File: src/logic/ssp_map.vh
/*
 * ssp_map.vh - register indices, field positions, reset values and bus
 * answer codes for the shared serial port pin block.
 * assumes: included by bare name from the design files of this block and from the test bench.
 */
`ifndef SSP_MAP_VH
`define SSP_MAP_VH

// ----------------------------------------------------------------
// register indices (byte address = index * 4)
// ----------------------------------------------------------------
`define SSP_IDX_SER0_CTRL_ONE 10'h0_C2
`define SSP_IDX_SER1_CTRL_ONE 10'h0_CA
`define SSP_IDX_SPI_CTRL_ONE 10'h0_D0
`define SSP_IDX_SPI_CTRL_TWO 10'h0_D1
`define SSP_IDX_PORT_DATA 10'h0_D6
`define SSP_IDX_PORT_DIR 10'h0_D7

// ----------------------------------------------------------------
// field positions
// ----------------------------------------------------------------
`define SSP_SER_LOOP_BIT 7
`define SSP_SER_OD_BIT 6
`define SSP_SPI_EN_BIT 6
`define SSP_SPI_OD_BIT 5
`define SSP_SPI_MASTER_BIT 4
`define SSP_PULLUP_BIT 3
`define SSP_RDRIVE_BIT 2
`define SSP_SPC0_BIT 0

// pin positions of the shared functions
`define SSP_PIN_SEL 7
`define SSP_PIN_SCK 6
`define SSP_PIN_MOSI 5
`define SSP_PIN_MISO 4
`define SSP_PIN_TX0 3
`define SSP_PIN_RX0 2
`define SSP_PIN_TX1 1
`define SSP_PIN_RX1 0

// ----------------------------------------------------------------
// reset values
// ----------------------------------------------------------------
`define SSP_RST_PORT_DATA 8'h00
`define SSP_RST_PORT_DIR 8'h00
`define SSP_RST_SER_CTRL 8'h00
`define SSP_RST_SPI_CTRL_ONE 8'h00
`define SSP_RST_SPI_CTRL_TWO 8'h08

// ----------------------------------------------------------------
// bus answer codes
// ----------------------------------------------------------------
`define SSP_RESP_OKAY 2'b00
`define SSP_RESP_SLVERR 2'b10

`endif

File: src/logic/ssp_pin_sync.v
/*
 * ssp_pin_sync.v - two-stage synchroniser for the eight port pin levels.
 * assumes: pin levels are asynchronous to clock_i; only the second stage
 * is read by anything outside this module.
 */
`timescale 1ns/1ps

module ssp_pin_sync (
	// clock and reset
	input wire clock_i,
	input wire arst_n_i,
	// raw and synchronised levels
	input wire [7:0] pin_raw_i,
	output wire [7:0] pin_sync_o
);

	// ----------------------------------------------------------------
	// per-bit two flip-flop chain
	// ----------------------------------------------------------------
	genvar gi;
	generate
		for (gi = 0; gi < 8; gi = gi + 1) begin : g_bit
			reg meta_ff; // first stage, read only by stage two
			reg sync_ff; // second stage, safe to use
			always @(posedge clock_i or negedge arst_n_i) begin
				if (!arst_n_i) begin
					meta_ff <= 1'b1;
					sync_ff <= 1'b1;
				end else begin
					meta_ff <= pin_raw_i[gi];
					sync_ff <= meta_ff;
				end
			end
			assign pin_sync_o[gi] = sync_ff;
		end
	endgenerate

endmodule

File: src/logic/ssp_axil_slave.v
/*
 * ssp_axil_slave.v - AXI4-Lite slave front end: takes address and data in
 * either order, issues one write strobe or one held read address to the register file and
 * returns its answer.
 * assumes: register file answers read data and hit flags combinationally.
 */
`timescale 1ns/1ps
`include "ssp_map.vh"

module ssp_axil_slave (
	// clock and reset
	input wire clock_i,
	input wire arst_n_i,
	// write address and data channels
	input wire [11:0] s_axi_awaddr_i,
	input wire s_axi_awvalid_i,
	output wire s_axi_awready_o,
	input wire [31:0] s_axi_wdata_i,
	input wire [3:0] s_axi_wstrb_i,
	input wire s_axi_wvalid_i,
	output wire s_axi_wready_o,
	// write response channel
	output wire [1:0] s_axi_bresp_o,
	output wire s_axi_bvalid_o,
	input wire s_axi_bready_i,
	// read channels
	input wire [11:0] s_axi_araddr_i,
	input wire s_axi_arvalid_i,
	output wire s_axi_arready_o,
	output wire [31:0] s_axi_rdata_o,
	output wire [1:0] s_axi_rresp_o,
	output wire s_axi_rvalid_o,
	input wire s_axi_rready_i,
	// register file side
	output wire wr_en_o,
	output wire [11:0] wr_addr_o,
	output wire [7:0] wr_data_o,
	output wire wr_lane_o,
	input wire wr_hit_i,
	output wire [11:0] rd_addr_o,
	input wire [7:0] rd_data_i,
	input wire rd_hit_i
);

	reg awready_ff; // free to take a write address
	reg wready_ff; // free to take write data
	reg [11:0] awaddr_ff; // held write address
	reg [7:0] wdata_ff; // held low byte lane
	reg wlane_ff; // low byte lane enabled
	reg bvalid_ff; // write answer pending
	reg [1:0] bresp_ff; // write answer code
	reg arready_ff; // free to take a read address
	reg [11:0] araddr_ff; // held read address
	reg rvalid_ff; // read answer pending
	reg [31:0] rdata_ff; // read answer data
	reg [1:0] rresp_ff; // read answer code

	wire do_wr; // both halves held, no answer out yet
	wire do_rd; // read address held, no answer out yet

	assign do_wr = !awready_ff && !wready_ff && !bvalid_ff;
	assign do_rd = !arready_ff && !rvalid_ff;

	// ----------------------------------------------------------------
	// write path
	// ----------------------------------------------------------------
	// ready flags drop on capture and rise again once the answer is taken,
	// so at most one write is ever under way
	always @(posedge clock_i or negedge arst_n_i) begin
		if (!arst_n_i) begin
			awready_ff <= 1'b1;
			wready_ff <= 1'b1;
			awaddr_ff <= 12'h000;
			wdata_ff <= 8'h00;
			wlane_ff <= 1'b0;
			bvalid_ff <= 1'b0;
			bresp_ff <= `SSP_RESP_OKAY;
		end else begin
			if (awready_ff && s_axi_awvalid_i) begin
				awready_ff <= 1'b0;
				awaddr_ff <= s_axi_awaddr_i;
			end
			if (wready_ff && s_axi_wvalid_i) begin
				wready_ff <= 1'b0;
				wdata_ff <= s_axi_wdata_i[7:0];
				wlane_ff <= s_axi_wstrb_i[0];
			end
			if (do_wr) begin
				bvalid_ff <= 1'b1;
				bresp_ff <= wr_hit_i ? `SSP_RESP_OKAY : `SSP_RESP_SLVERR;
			end else if (bvalid_ff && s_axi_bready_i) begin
				bvalid_ff <= 1'b0;
				awready_ff <= 1'b1;
				wready_ff <= 1'b1;
			end
		end
	end

	// ----------------------------------------------------------------
	// read path
	// ----------------------------------------------------------------
	always @(posedge clock_i or negedge arst_n_i) begin
		if (!arst_n_i) begin
			arready_ff <= 1'b1;
			araddr_ff <= 12'h000;
			rvalid_ff <= 1'b0;
			rdata_ff <= 32'h0000_0000;
			rresp_ff <= `SSP_RESP_OKAY;
		end else begin
			if (arready_ff && s_axi_arvalid_i) begin
				arready_ff <= 1'b0;
				araddr_ff <= s_axi_araddr_i;
			end
			if (do_rd) begin
				rvalid_ff <= 1'b1;
				rdata_ff <= {24'h00_0000, rd_hit_i ? rd_data_i : 8'h00};
				rresp_ff <= rd_hit_i ? `SSP_RESP_OKAY : `SSP_RESP_SLVERR;
			end else if (rvalid_ff && s_axi_rready_i) begin
				rvalid_ff <= 1'b0;
				arready_ff <= 1'b1;
			end
		end
	end

	// ----------------------------------------------------------------
	// outputs
	// ----------------------------------------------------------------
	assign s_axi_awready_o = awready_ff;
	assign s_axi_wready_o = wready_ff;
	assign s_axi_bvalid_o = bvalid_ff;
	assign s_axi_bresp_o = bresp_ff;
	assign s_axi_arready_o = arready_ff;
	assign s_axi_rvalid_o = rvalid_ff;
	assign s_axi_rdata_o = rdata_ff;
	assign s_axi_rresp_o = rresp_ff;
	assign wr_en_o = do_wr;
	assign wr_addr_o = awaddr_ff;
	assign wr_data_o = wdata_ff;
	assign wr_lane_o = wlane_ff;
	assign rd_addr_o = araddr_ff;

endmodule

File: src/logic/ssp_port.v
/*
 * ssp_port.v - eight-pin general-purpose port shared with two async
 * serial units and one spi unit: data latch, direction, pull-up, drive
 * strength and open-drain control, reached over AXI4-Lite.
 * assumes: the serial and spi units sit outside and exchange pin levels
 * through the unit ports; pads resolve level from out, oe_n and pull-up.
 */
//
// What this block does
// - upper bits serve spi select, clock, mosi, miso
// - lower bits serve both serial units' tx/rx
// - input bit reads the sampled pin level
// - output bit reads the pin driver input
// - writes fill latch; latch drives when output
// - with loop clear, serial tx pin ignores latch writes
// - direction one output, zero input; reset inputs
// - loop clear forces serial rx in, tx out
// - enabled spi input pins are always inputs
// - spi outputs drive only with direction set
// - pull-up bit enables pulls on input pins
// - reduced-drive bit lowers all output drive
// - spi open-drain bit for upper four pins
// - serial open-drain bits per unit pin pair
`timescale 1ns/1ps
`include "ssp_map.vh"

module ssp_port (
	// clock and reset
	input wire clock_i,
	input wire arst_n_i,
	// axi4-lite write address and data
	input wire [11:0] s_axi_awaddr_i,
	input wire s_axi_awvalid_i,
	output wire s_axi_awready_o,
	input wire [31:0] s_axi_wdata_i,
	input wire [3:0] s_axi_wstrb_i,
	input wire s_axi_wvalid_i,
	output wire s_axi_wready_o,
	// axi4-lite write response
	output wire [1:0] s_axi_bresp_o,
	output wire s_axi_bvalid_o,
	input wire s_axi_bready_i,
	// axi4-lite read
	input wire [11:0] s_axi_araddr_i,
	input wire s_axi_arvalid_i,
	output wire s_axi_arready_o,
	output wire [31:0] s_axi_rdata_o,
	output wire [1:0] s_axi_rresp_o,
	output wire s_axi_rvalid_o,
	input wire s_axi_rready_i,
	// pads of the eight shared pins
	input wire [7:0] port_pins_all_i,
	output wire [7:0] port_pins_all_o,
	output wire [7:0] port_pins_all_oe_n_o,
	output wire [7:0] pullup_enable_o,
	output wire [7:0] reduced_drive_select_o,
	// async serial units
	input wire serial_zero_transmit_pin_i,
	input wire serial_one_transmit_pin_i,
	output wire serial_zero_receive_pin_o,
	output wire serial_one_receive_pin_o,
	// spi unit: output levels in, pin levels back
	input wire spi_select_out_i,
	input wire spi_clock_out_i,
	input wire spi_mosi_out_i,
	input wire spi_miso_out_i,
	output wire [3:0] spi_pin_level_o,
	output wire spi_enable_o,
	output wire spi_master_o
);

	// ----------------------------------------------------------------
	// register file state
	// ----------------------------------------------------------------
	reg [7:0] port_pin_data_ff; // output latch
	reg [7:0] port_pin_direction_ff; // one bit per pin, 1 = output
	reg [7:0] serial_zero_ctrl_one_ff; // loop and open-drain of unit zero
	reg [7:0] serial_one_ctrl_one_ff; // loop and open-drain of unit one
	reg [7:0] spi_ctrl_one_ff; // enable, open-drain, master
	reg [7:0] spi_ctrl_two_pull_drive_ff; // pull-up, drive, spc0

	// ----------------------------------------------------------------
	// registered pad and unit outputs
	// ----------------------------------------------------------------
	reg [7:0] pin_out_ff; // value at driver input
	reg [7:0] pin_oe_n_ff; // low while the pad drives
	reg [7:0] pullup_ff; // per-pin pull-up request
	reg [7:0] rdrive_ff; // per-pin reduced drive
	reg [1:0] ser_rx_ff; // rx levels to the serial units
	reg [3:0] spi_lvl_ff; // pin levels to the spi unit
	reg spi_en_ff; // copy of spi enable
	reg spi_mst_ff; // copy of spi master select

	// ----------------------------------------------------------------
	// combinational pin plan
	// ----------------------------------------------------------------
	reg [7:0] nxt_pin_out; // value presented to driver input
	reg [7:0] nxt_drive; // pin actively output
	reg [7:0] force_in; // peripheral claims pin as input
	reg [7:0] force_out; // peripheral claims pin as output
	reg [7:0] use_fn; // driver fed by a peripheral, not the latch
	reg [7:0] fn_val; // peripheral output level per pin
	reg [7:0] spi_out_role; // spi output pins in current mode
	reg [7:0] open_drain; // open-drain select per pin
	reg [7:0] rd_port; // port data as software reads it
	reg [7:0] rd_data; // read answer of the decoded register
	reg rd_hit; // read address maps to a register
	reg wr_hit; // write address maps to a register

	wire [7:0] pin_sync; // synchronised pad levels
	wire wr_en; // write strobe, one cycle
	wire [11:0] wr_addr; // held write byte address
	wire [7:0] wr_data; // held low byte lane
	wire wr_lane; // low byte lane enabled
	wire [11:0] rd_addr; // held read byte address
	wire [9:0] wr_idx; // write register index
	wire [9:0] rd_idx; // read register index
	wire wr_ok; // aligned, mapped, low lane on

	wire loop0; // unit zero loop control
	wire loop1; // unit one loop control
	wire spi_en; // spi unit enabled
	wire spi_mst; // spi in master mode

	assign wr_idx = wr_addr[11:2];
	assign rd_idx = rd_addr[11:2];
	assign wr_ok = wr_en && wr_hit && wr_lane;
	assign loop0 = serial_zero_ctrl_one_ff[`SSP_SER_LOOP_BIT];
	assign loop1 = serial_one_ctrl_one_ff[`SSP_SER_LOOP_BIT];
	assign spi_en = spi_ctrl_one_ff[`SSP_SPI_EN_BIT];
	assign spi_mst = spi_ctrl_one_ff[`SSP_SPI_MASTER_BIT];

	// ----------------------------------------------------------------
	// bus front end and pin synchroniser
	// ----------------------------------------------------------------
	ssp_axil_slave u_bus (
		.clock_i(clock_i),
		.arst_n_i(arst_n_i),
		.s_axi_awaddr_i(s_axi_awaddr_i),
		.s_axi_awvalid_i(s_axi_awvalid_i),
		.s_axi_awready_o(s_axi_awready_o),
		.s_axi_wdata_i(s_axi_wdata_i),
		.s_axi_wstrb_i(s_axi_wstrb_i),
		.s_axi_wvalid_i(s_axi_wvalid_i),
		.s_axi_wready_o(s_axi_wready_o),
		.s_axi_bresp_o(s_axi_bresp_o),
		.s_axi_bvalid_o(s_axi_bvalid_o),
		.s_axi_bready_i(s_axi_bready_i),
		.s_axi_araddr_i(s_axi_araddr_i),
		.s_axi_arvalid_i(s_axi_arvalid_i),
		.s_axi_arready_o(s_axi_arready_o),
		.s_axi_rdata_o(s_axi_rdata_o),
		.s_axi_rresp_o(s_axi_rresp_o),
		.s_axi_rvalid_o(s_axi_rvalid_o),
		.s_axi_rready_i(s_axi_rready_i),
		.wr_en_o(wr_en),
		.wr_addr_o(wr_addr),
		.wr_data_o(wr_data),
		.wr_lane_o(wr_lane),
		.wr_hit_i(wr_hit),
		.rd_addr_o(rd_addr),
		.rd_data_i(rd_data),
		.rd_hit_i(rd_hit)
	);

	// pads are asynchronous, so nothing reads them before two flops
	ssp_pin_sync u_sync (
		.clock_i(clock_i),
		.arst_n_i(arst_n_i),
		.pin_raw_i(port_pins_all_i),
		.pin_sync_o(pin_sync)
	);

	// ----------------------------------------------------------------
	// address decode
	// ----------------------------------------------------------------
	// misaligned or unlisted addresses answer slverr, read data zero
	always @* begin
		wr_hit = 1'b0;
		if (wr_addr[1:0] == 2'b00) begin
			case (wr_idx)
				`SSP_IDX_PORT_DATA, `SSP_IDX_PORT_DIR,
				`SSP_IDX_SER0_CTRL_ONE, `SSP_IDX_SER1_CTRL_ONE,
				`SSP_IDX_SPI_CTRL_ONE, `SSP_IDX_SPI_CTRL_TWO: wr_hit = 1'b1;
				default: wr_hit = 1'b0;
			endcase
		end
	end

	// ----------------------------------------------------------------
	// register writes
	// ----------------------------------------------------------------
	// only the implemented bits are kept; the rest read back as zero.
	// a write lands at the edge that raises bvalid, so the new direction
	// steers the pins one clock later, through the pad registers
	always @(posedge clock_i or negedge arst_n_i) begin
		if (!arst_n_i) begin
			port_pin_data_ff <= `SSP_RST_PORT_DATA;
			port_pin_direction_ff <= `SSP_RST_PORT_DIR;
			serial_zero_ctrl_one_ff <= `SSP_RST_SER_CTRL;
			serial_one_ctrl_one_ff <= `SSP_RST_SER_CTRL;
			spi_ctrl_one_ff <= `SSP_RST_SPI_CTRL_ONE;
			spi_ctrl_two_pull_drive_ff <= `SSP_RST_SPI_CTRL_TWO;
		end else if (wr_ok) begin
			case (wr_idx)
				`SSP_IDX_PORT_DATA: port_pin_data_ff <= wr_data;
				`SSP_IDX_PORT_DIR: port_pin_direction_ff <= wr_data;
				`SSP_IDX_SER0_CTRL_ONE: serial_zero_ctrl_one_ff <= wr_data & 8'hC0;
				`SSP_IDX_SER1_CTRL_ONE: serial_one_ctrl_one_ff <= wr_data & 8'hC0;
				`SSP_IDX_SPI_CTRL_ONE: spi_ctrl_one_ff <= wr_data & 8'h70;
				`SSP_IDX_SPI_CTRL_TWO: spi_ctrl_two_pull_drive_ff <= wr_data & 8'h0D;
				default: port_pin_data_ff <= port_pin_data_ff;
			endcase
		end
	end

	// ----------------------------------------------------------------
	// peripheral claims on the pins
	// ----------------------------------------------------------------
	always @* begin
		force_in = 8'h00;
		force_out = 8'h00;
		use_fn = 8'h00;
		fn_val = 8'h00;
		spi_out_role = 8'h00;
		// serial unit zero on bits three and two
		if (!loop0) begin
			force_out[`SSP_PIN_TX0] = 1'b1;
			force_in[`SSP_PIN_RX0] = 1'b1;
			use_fn[`SSP_PIN_TX0] = 1'b1;
			fn_val[`SSP_PIN_TX0] = serial_zero_transmit_pin_i;
		end
		// serial unit one on bits one and zero
		if (!loop1) begin
			force_out[`SSP_PIN_TX1] = 1'b1;
			force_in[`SSP_PIN_RX1] = 1'b1;
			use_fn[`SSP_PIN_TX1] = 1'b1;
			fn_val[`SSP_PIN_TX1] = serial_one_transmit_pin_i;
		end
		// spi roles flip with master mode: the master drives select,
		// clock and mosi and listens on miso; a slave the other way round
		if (spi_en) begin
			if (spi_mst) begin
				spi_out_role = 8'hE0;
				force_in[`SSP_PIN_MISO] = 1'b1;
			end else begin
				spi_out_role = 8'h10;
				force_in[7:5] = 3'b111;
			end
		end
		fn_val[`SSP_PIN_SEL] = spi_select_out_i;
		fn_val[`SSP_PIN_SCK] = spi_clock_out_i;
		fn_val[`SSP_PIN_MOSI] = spi_mosi_out_i;
		fn_val[`SSP_PIN_MISO] = spi_miso_out_i;
		// spi output feeds the driver only with its direction bit set;
		// with it clear the pin stays plain port i/o
		use_fn[7:4] = spi_out_role[7:4] & port_pin_direction_ff[7:4];
	end

	// ----------------------------------------------------------------
	// driver plan, open drain and read-back
	// ----------------------------------------------------------------
	always @* begin
		nxt_drive = force_out | (port_pin_direction_ff & ~force_in);
		nxt_pin_out = (use_fn & fn_val) | (~use_fn & port_pin_data_ff);
		open_drain = {{4{spi_ctrl_one_ff[`SSP_SPI_OD_BIT]}},
			{2{serial_zero_ctrl_one_ff[`SSP_SER_OD_BIT]}},
			{2{serial_one_ctrl_one_ff[`SSP_SER_OD_BIT]}}};
		// output pins show the driver input, inputs the sampled pad
		rd_port = (port_pin_direction_ff & nxt_pin_out) | (~port_pin_direction_ff & pin_sync);
	end

	// ----------------------------------------------------------------
	// read mux
	// ----------------------------------------------------------------
	always @* begin
		rd_hit = (rd_addr[1:0] == 2'b00);
		rd_data = 8'h00;
		case (rd_idx)
			`SSP_IDX_PORT_DATA: rd_data = rd_port;
			`SSP_IDX_PORT_DIR: rd_data = port_pin_direction_ff;
			`SSP_IDX_SER0_CTRL_ONE: rd_data = serial_zero_ctrl_one_ff;
			`SSP_IDX_SER1_CTRL_ONE: rd_data = serial_one_ctrl_one_ff;
			`SSP_IDX_SPI_CTRL_ONE: rd_data = spi_ctrl_one_ff;
			`SSP_IDX_SPI_CTRL_TWO: rd_data = spi_ctrl_two_pull_drive_ff;
			default: rd_hit = 1'b0;
		endcase
		if (!rd_hit) begin
			rd_data = 8'h00;
		end
	end

	// ----------------------------------------------------------------
	// registered pad controls
	// ----------------------------------------------------------------
	// one cycle of pipeline on every pad control keeps the outputs glitch
	// free; the cost is one clock of delay from register write to pin
	always @(posedge clock_i or negedge arst_n_i) begin
		if (!arst_n_i) begin
			pin_out_ff <= 8'h00;
			pin_oe_n_ff <= 8'hFF; // all pins released: inputs
			pullup_ff <= 8'hFF; // pull-ups on while all are inputs
			rdrive_ff <= 8'h00; // full drive
		end else begin
			pin_out_ff <= nxt_pin_out;
			// open drain only pulls low; a one releases the pad
			pin_oe_n_ff <= ~(nxt_drive & ~(open_drain & nxt_pin_out));
			pullup_ff <= {8{spi_ctrl_two_pull_drive_ff[`SSP_PULLUP_BIT]}} & ~nxt_drive;
			rdrive_ff <= {8{spi_ctrl_two_pull_drive_ff[`SSP_RDRIVE_BIT]}};
		end
	end

	// ----------------------------------------------------------------
	// levels handed to the serial and spi units
	// ----------------------------------------------------------------
	always @(posedge clock_i or negedge arst_n_i) begin
		if (!arst_n_i) begin
			ser_rx_ff <= 2'b11;
			spi_lvl_ff <= 4'h0;
			spi_en_ff <= 1'b0;
			spi_mst_ff <= 1'b0;
		end else begin
			ser_rx_ff <= {pin_sync[`SSP_PIN_RX1], pin_sync[`SSP_PIN_RX0]};
			spi_lvl_ff <= pin_sync[7:4];
			spi_en_ff <= spi_en;
			spi_mst_ff <= spi_mst;
		end
	end

	// ----------------------------------------------------------------
	// outputs
	// ----------------------------------------------------------------
	assign port_pins_all_o = pin_out_ff;
	assign port_pins_all_oe_n_o = pin_oe_n_ff;
	assign pullup_enable_o = pullup_ff;
	assign reduced_drive_select_o = rdrive_ff;
	assign serial_zero_receive_pin_o = ser_rx_ff[0];
	assign serial_one_receive_pin_o = ser_rx_ff[1];
	assign spi_pin_level_o = spi_lvl_ff;
	assign spi_enable_o = spi_en_ff;
	assign spi_master_o = spi_mst_ff;

endmodule

File: config.mk
export PLATFORM = sky130hd
export DESIGN_NAME = ssp_port
export DESIGN_NICKNAME = d
export VERILOG_FILES = /design/src/logic/ssp_pin_sync.v /design/src/logic/ssp_axil_slave.v /design/src/logic/ssp_port.v
export VERILOG_INCLUDE_DIRS = /design/src /design/src/logic
export SDC_FILE = /design/constraint.sdc
export NUM_CORES = 1
export LEC_CHECK = 0
export BUFFER_PORTS_ARGS = -buffer_cell sky130_fd_sc_hd__buf_2
export CAP_MARGIN = 20
export CORE_UTILIZATION = 46
export DETAILED_ROUTE_END_ITERATION = 12
export GPL_ROUTABILITY_DRIVEN = 0
export PLACE_DENSITY = 0.76
export RECOVER_POWER = 50
export SLEW_MARGIN = 20
export SYNTH_ARGS = -nofsm -noshare
export SYNTH_HDL_FRONTEND = slang
export SYNTH_SLANG_ARGS = --single-unit
File: constraint.sdc
create_clock -name clock_i -period 1.7 [get_ports clock_i]
set_input_delay 0.255 -clock clock_i [delete_from_list [all_inputs] [get_ports clock_i]]
set_output_delay 0.255 -clock clock_i [all_outputs]
set_load 0.05 [all_outputs]
==> run_results.csv <==
group,metric,value,unit
outcome,outcome,"complete, but fails checks",
outcome,violations,"setup timing",
worst_setup_path,cp_top_family,"simple AND/OR/NAND/NOR gates",
worst_setup_path,crit_fanout,4,
power,p_leak,0.003250,µW
synth,ys_types,44,
drt,postRouteAntennaNets,0,
clock_tree,cts-root-buf,"clkbuf_8",
timing,slew_viol_final,0,
synth,avgSynthCellArea,13.32,µm²
timing,hold_viol,0,
global_routing,overflow,0,
flow_run,drv_cap,0,
drt,post-route-drc-count,0,
worst_setup_path,cp-start-kind,"flip-flop",
synth,synthesis.area,0.004984,mm²
cells_and_area,final_cell_area,0.006947,mm²
worst_setup_path,crit_type,"reg2reg",
cells_and_area,mostFrequentLayoutCell,"buf_2",
die,start_util,47.84,%
cells_and_area,syn_to_final_growth,39.39,%
synth,synth-edff-count,0,
global_routing,grt_max_degree,57,
global_routing,grt_pass1_vias,3623,
worst_setup_path,max_stage_delay,0.40,ns
cells_and_area,drive_above_1_share,48.70,%
die,die_w,106.1,µm
global_routing,grt_first_pass_wirelength,17.97,mm
power,peakVddDrop,0.7845,mV
timing,relSlewSlack,49.49,%
timing,worstMarginPinSlew,0.7577,ns
worst_setup_path,critPathSlowestCell,"dfrtp_1",
power,p_per_area,1357,mW/mm²
die,fp-row-count,37,
worst_setup_path,rr_startpoint,"u_bus.wr_addr_o[11]",
synth,synth_async_sr_flop_share,100.0,%
global_routing,antenna_found_initial,0,
placed_design,port_buffers,108,
cells_and_area,n_antenna_cell,0,
worst_setup_path,end_kind,"flip-flop",
clock_tree,numCtsBuffers,17,
synth,synth_cells,374,
synth,yosys_warnings,0,
clock_tree,numClockSinks,123,
hold_path,hp-start,"s_axi_bready_i",
drt,num_vias,3540,
timing,clock_skew,0.01302,ns
worst_setup_path,path_cells,"nor4_4, and4_4, and4bb_2, buf_6, mux2_4",
drt,drt_iter0_drc,151,
clock_tree,clk_latency,0.52,ns
synth,ys_seq_elements,123,
die,die_h,106.1,µm
die,io_pins,162,
timing,worst_slack,-0.1133,ns
cells_and_area,final_cell_mix,"buf_2 (105), dfrtp_1 (82), dlygate4sd3_1 (48)",
cells_and_area,final_nets,643,
timing,rsz0062_at_grt,"yes",
clock_tree,htreeDepth,4,
timing,min_period_over_period,106.7,%
clock_tree,clock_path_buffers,2,
clock_tree,cts_tree,"done",
placed_design,dp_hpwl,7.186,mm
synth,yosys_most_used_dff,"dfrtp_1",
timing,whs,0.02129,ns
worst_setup_path,startpoint,"u_bus.wr_addr_o[11]",
placed_design,place_area,0.005739,mm²
timing,period_needed,1.813,ns
global_routing,grt_use_total,21.29,%
timing,setup_violations,21,
drt,routed_wl,11.08,mm
hold_path,hold_path.class,"in2reg",
clock_tree,clkTransAtPathRegs,0.05,ns
timing,fmax,551.5,MHz
worst_setup_path,crit_buf_inv,1,
drt,wl_per_cell,15.58,µm
synth,ys_seq_area_share,62.72,%
drt,dr.pass1.iters,4,
die,core,0.01042,mm²
die,die-area,0.01125,mm²
worst_setup_path,crit_required,2.09,ns
drt,via_per_inst,4.979,
worst_setup_path,arrival,2.20,ns
[layout make-up]
cell class	count	area, µm²
Clock buffer	25	484.2
Timing Repair Buffer	185	1267
Fill cell	749	3470
Tap cell	136	170.2
Inverter	9	37.54
Multi-Input combinational cell	226	1745
Clock inverter	7	112.6
Sequential cell	123	3129
[worst paths after layout]
| kind | slack (ns) | cells after the start | to |
|---|---|---|---|
| worst max-delay path | -0.11 | 5 | port_pin_data_ff[5] |
| worst min-delay path | 0.02 | 3 | u_bus.s_axi_wready_o |
| worst max register to register | -0.11 | 5 | port_pin_data_ff[5] |
| worst min register to register | 0.35 | 0 | u_sync.g_bit[3].sync_ff |
| max in group asynchronous | 0.29 | 3 | port_pins_all_oe_n_o[5] |
| min in group asynchronous | 0.35 | 2 | port_pin_data_ff[1] |
[Yosys cell counts, types with 2 or more instances]
master | n | area [µm²]
nand4_1 | 2 | 12.51
mux2i_1 | 3 | 30.03
nor2_1 | 4 | 15.01
a41oi_1 | 3 | 26.28
dfrtp_1 | 85 | 2127
a21oi_1 | 7 | 35.03
nand3_1 | 9 | 45.04
o21ai_0 | 22 | 110.1
a21boi_0 | 7 | 52.55
buf_4 | 33 | 247.7
nor3b_1 | 4 | 30.03
mux2_2 | 62 | 698.2
clkbuf_1 | 7 | 26.28
nand2_1 | 38 | 142.6
and2_1 | 2 | 12.51
a21o_1 | 2 | 15.01
nor3_1 | 6 | 30.03
inv_1 | 9 | 33.78
dfstp_2 | 38 | 998.5
and4b_1 | 2 | 20.02
a22oi_1 | 6 | 45.04
[worst min-delay path, delay by kind of cell]
family | cells | cell delay [ns]
AND/OR/NAND/NOR | 1 | 0.06
buffers and inverters | 1 | 0.09
AO/OA/AOI/OAI | 1 | 0.08
[kinds of logic (layout without fill, tap and decap cells)]
| group | after synthesis | count (layout) | synth area share, % |
|---|---|---|---|
| compound gates | 53 | 53 | 6.628 |
| buf+inv | 50 | 226 | 6.402 |
| flops | 123 | 123 | 62.72 |
| mux | 65 | 65 | 14.61 |
| other cells | 1 | 26 | 0.07525 |
| simple gates | 82 | 82 | 9.566 |
[report_power, final]
group,internal (µW),switching [µW]
clock network,2380,1190
registers,3440,460
logic,934,1030
total,6750,2680
[layer usage]
metal / global-route usage (%) / vias up / wire [µm]
met1: 26.55 / 1755 / 4782
met2: 35.81 / 139 / 5601
met3: 5.273 / 12 / 553
met5: 0 / - / 0
met4: 8.135 / 0 / 140
li1: - / 1634 / -
[stage by stage]
| stage | cells | setup WS (ns) | util [%] | total power [µW] | TNS, ns |
|---|---|---|---|---|---|
| after CTS | 708 | -0.1125 | 66.16 | 9405 | -1.718 |
| after detailed placement | 626 | -0.1193 | 55.10 | 5669 | -1.609 |
| final | 711 | -0.1133 | 66.69 | 9427 | -1.610 |
| after global routing | 711 | -0.1727 | 66.69 | 9821 | -2.899 |
| after floorplan | 399 | -0.05774 | - | 5038 | -0.7682 |
| after global placement | 626 | -0.08021 | 55.10 | 5570 | -0.8004 |
[repair_timing]
item,CTS,global route
gates resized for setup,17,17
setup buffers,2,5
setup endpoints to repair,21,28
hold buffers,48,0
pin swaps,4,7
cloned,0,0
hold endpoints to repair,64,0
(Power assumes the default switching activity.)
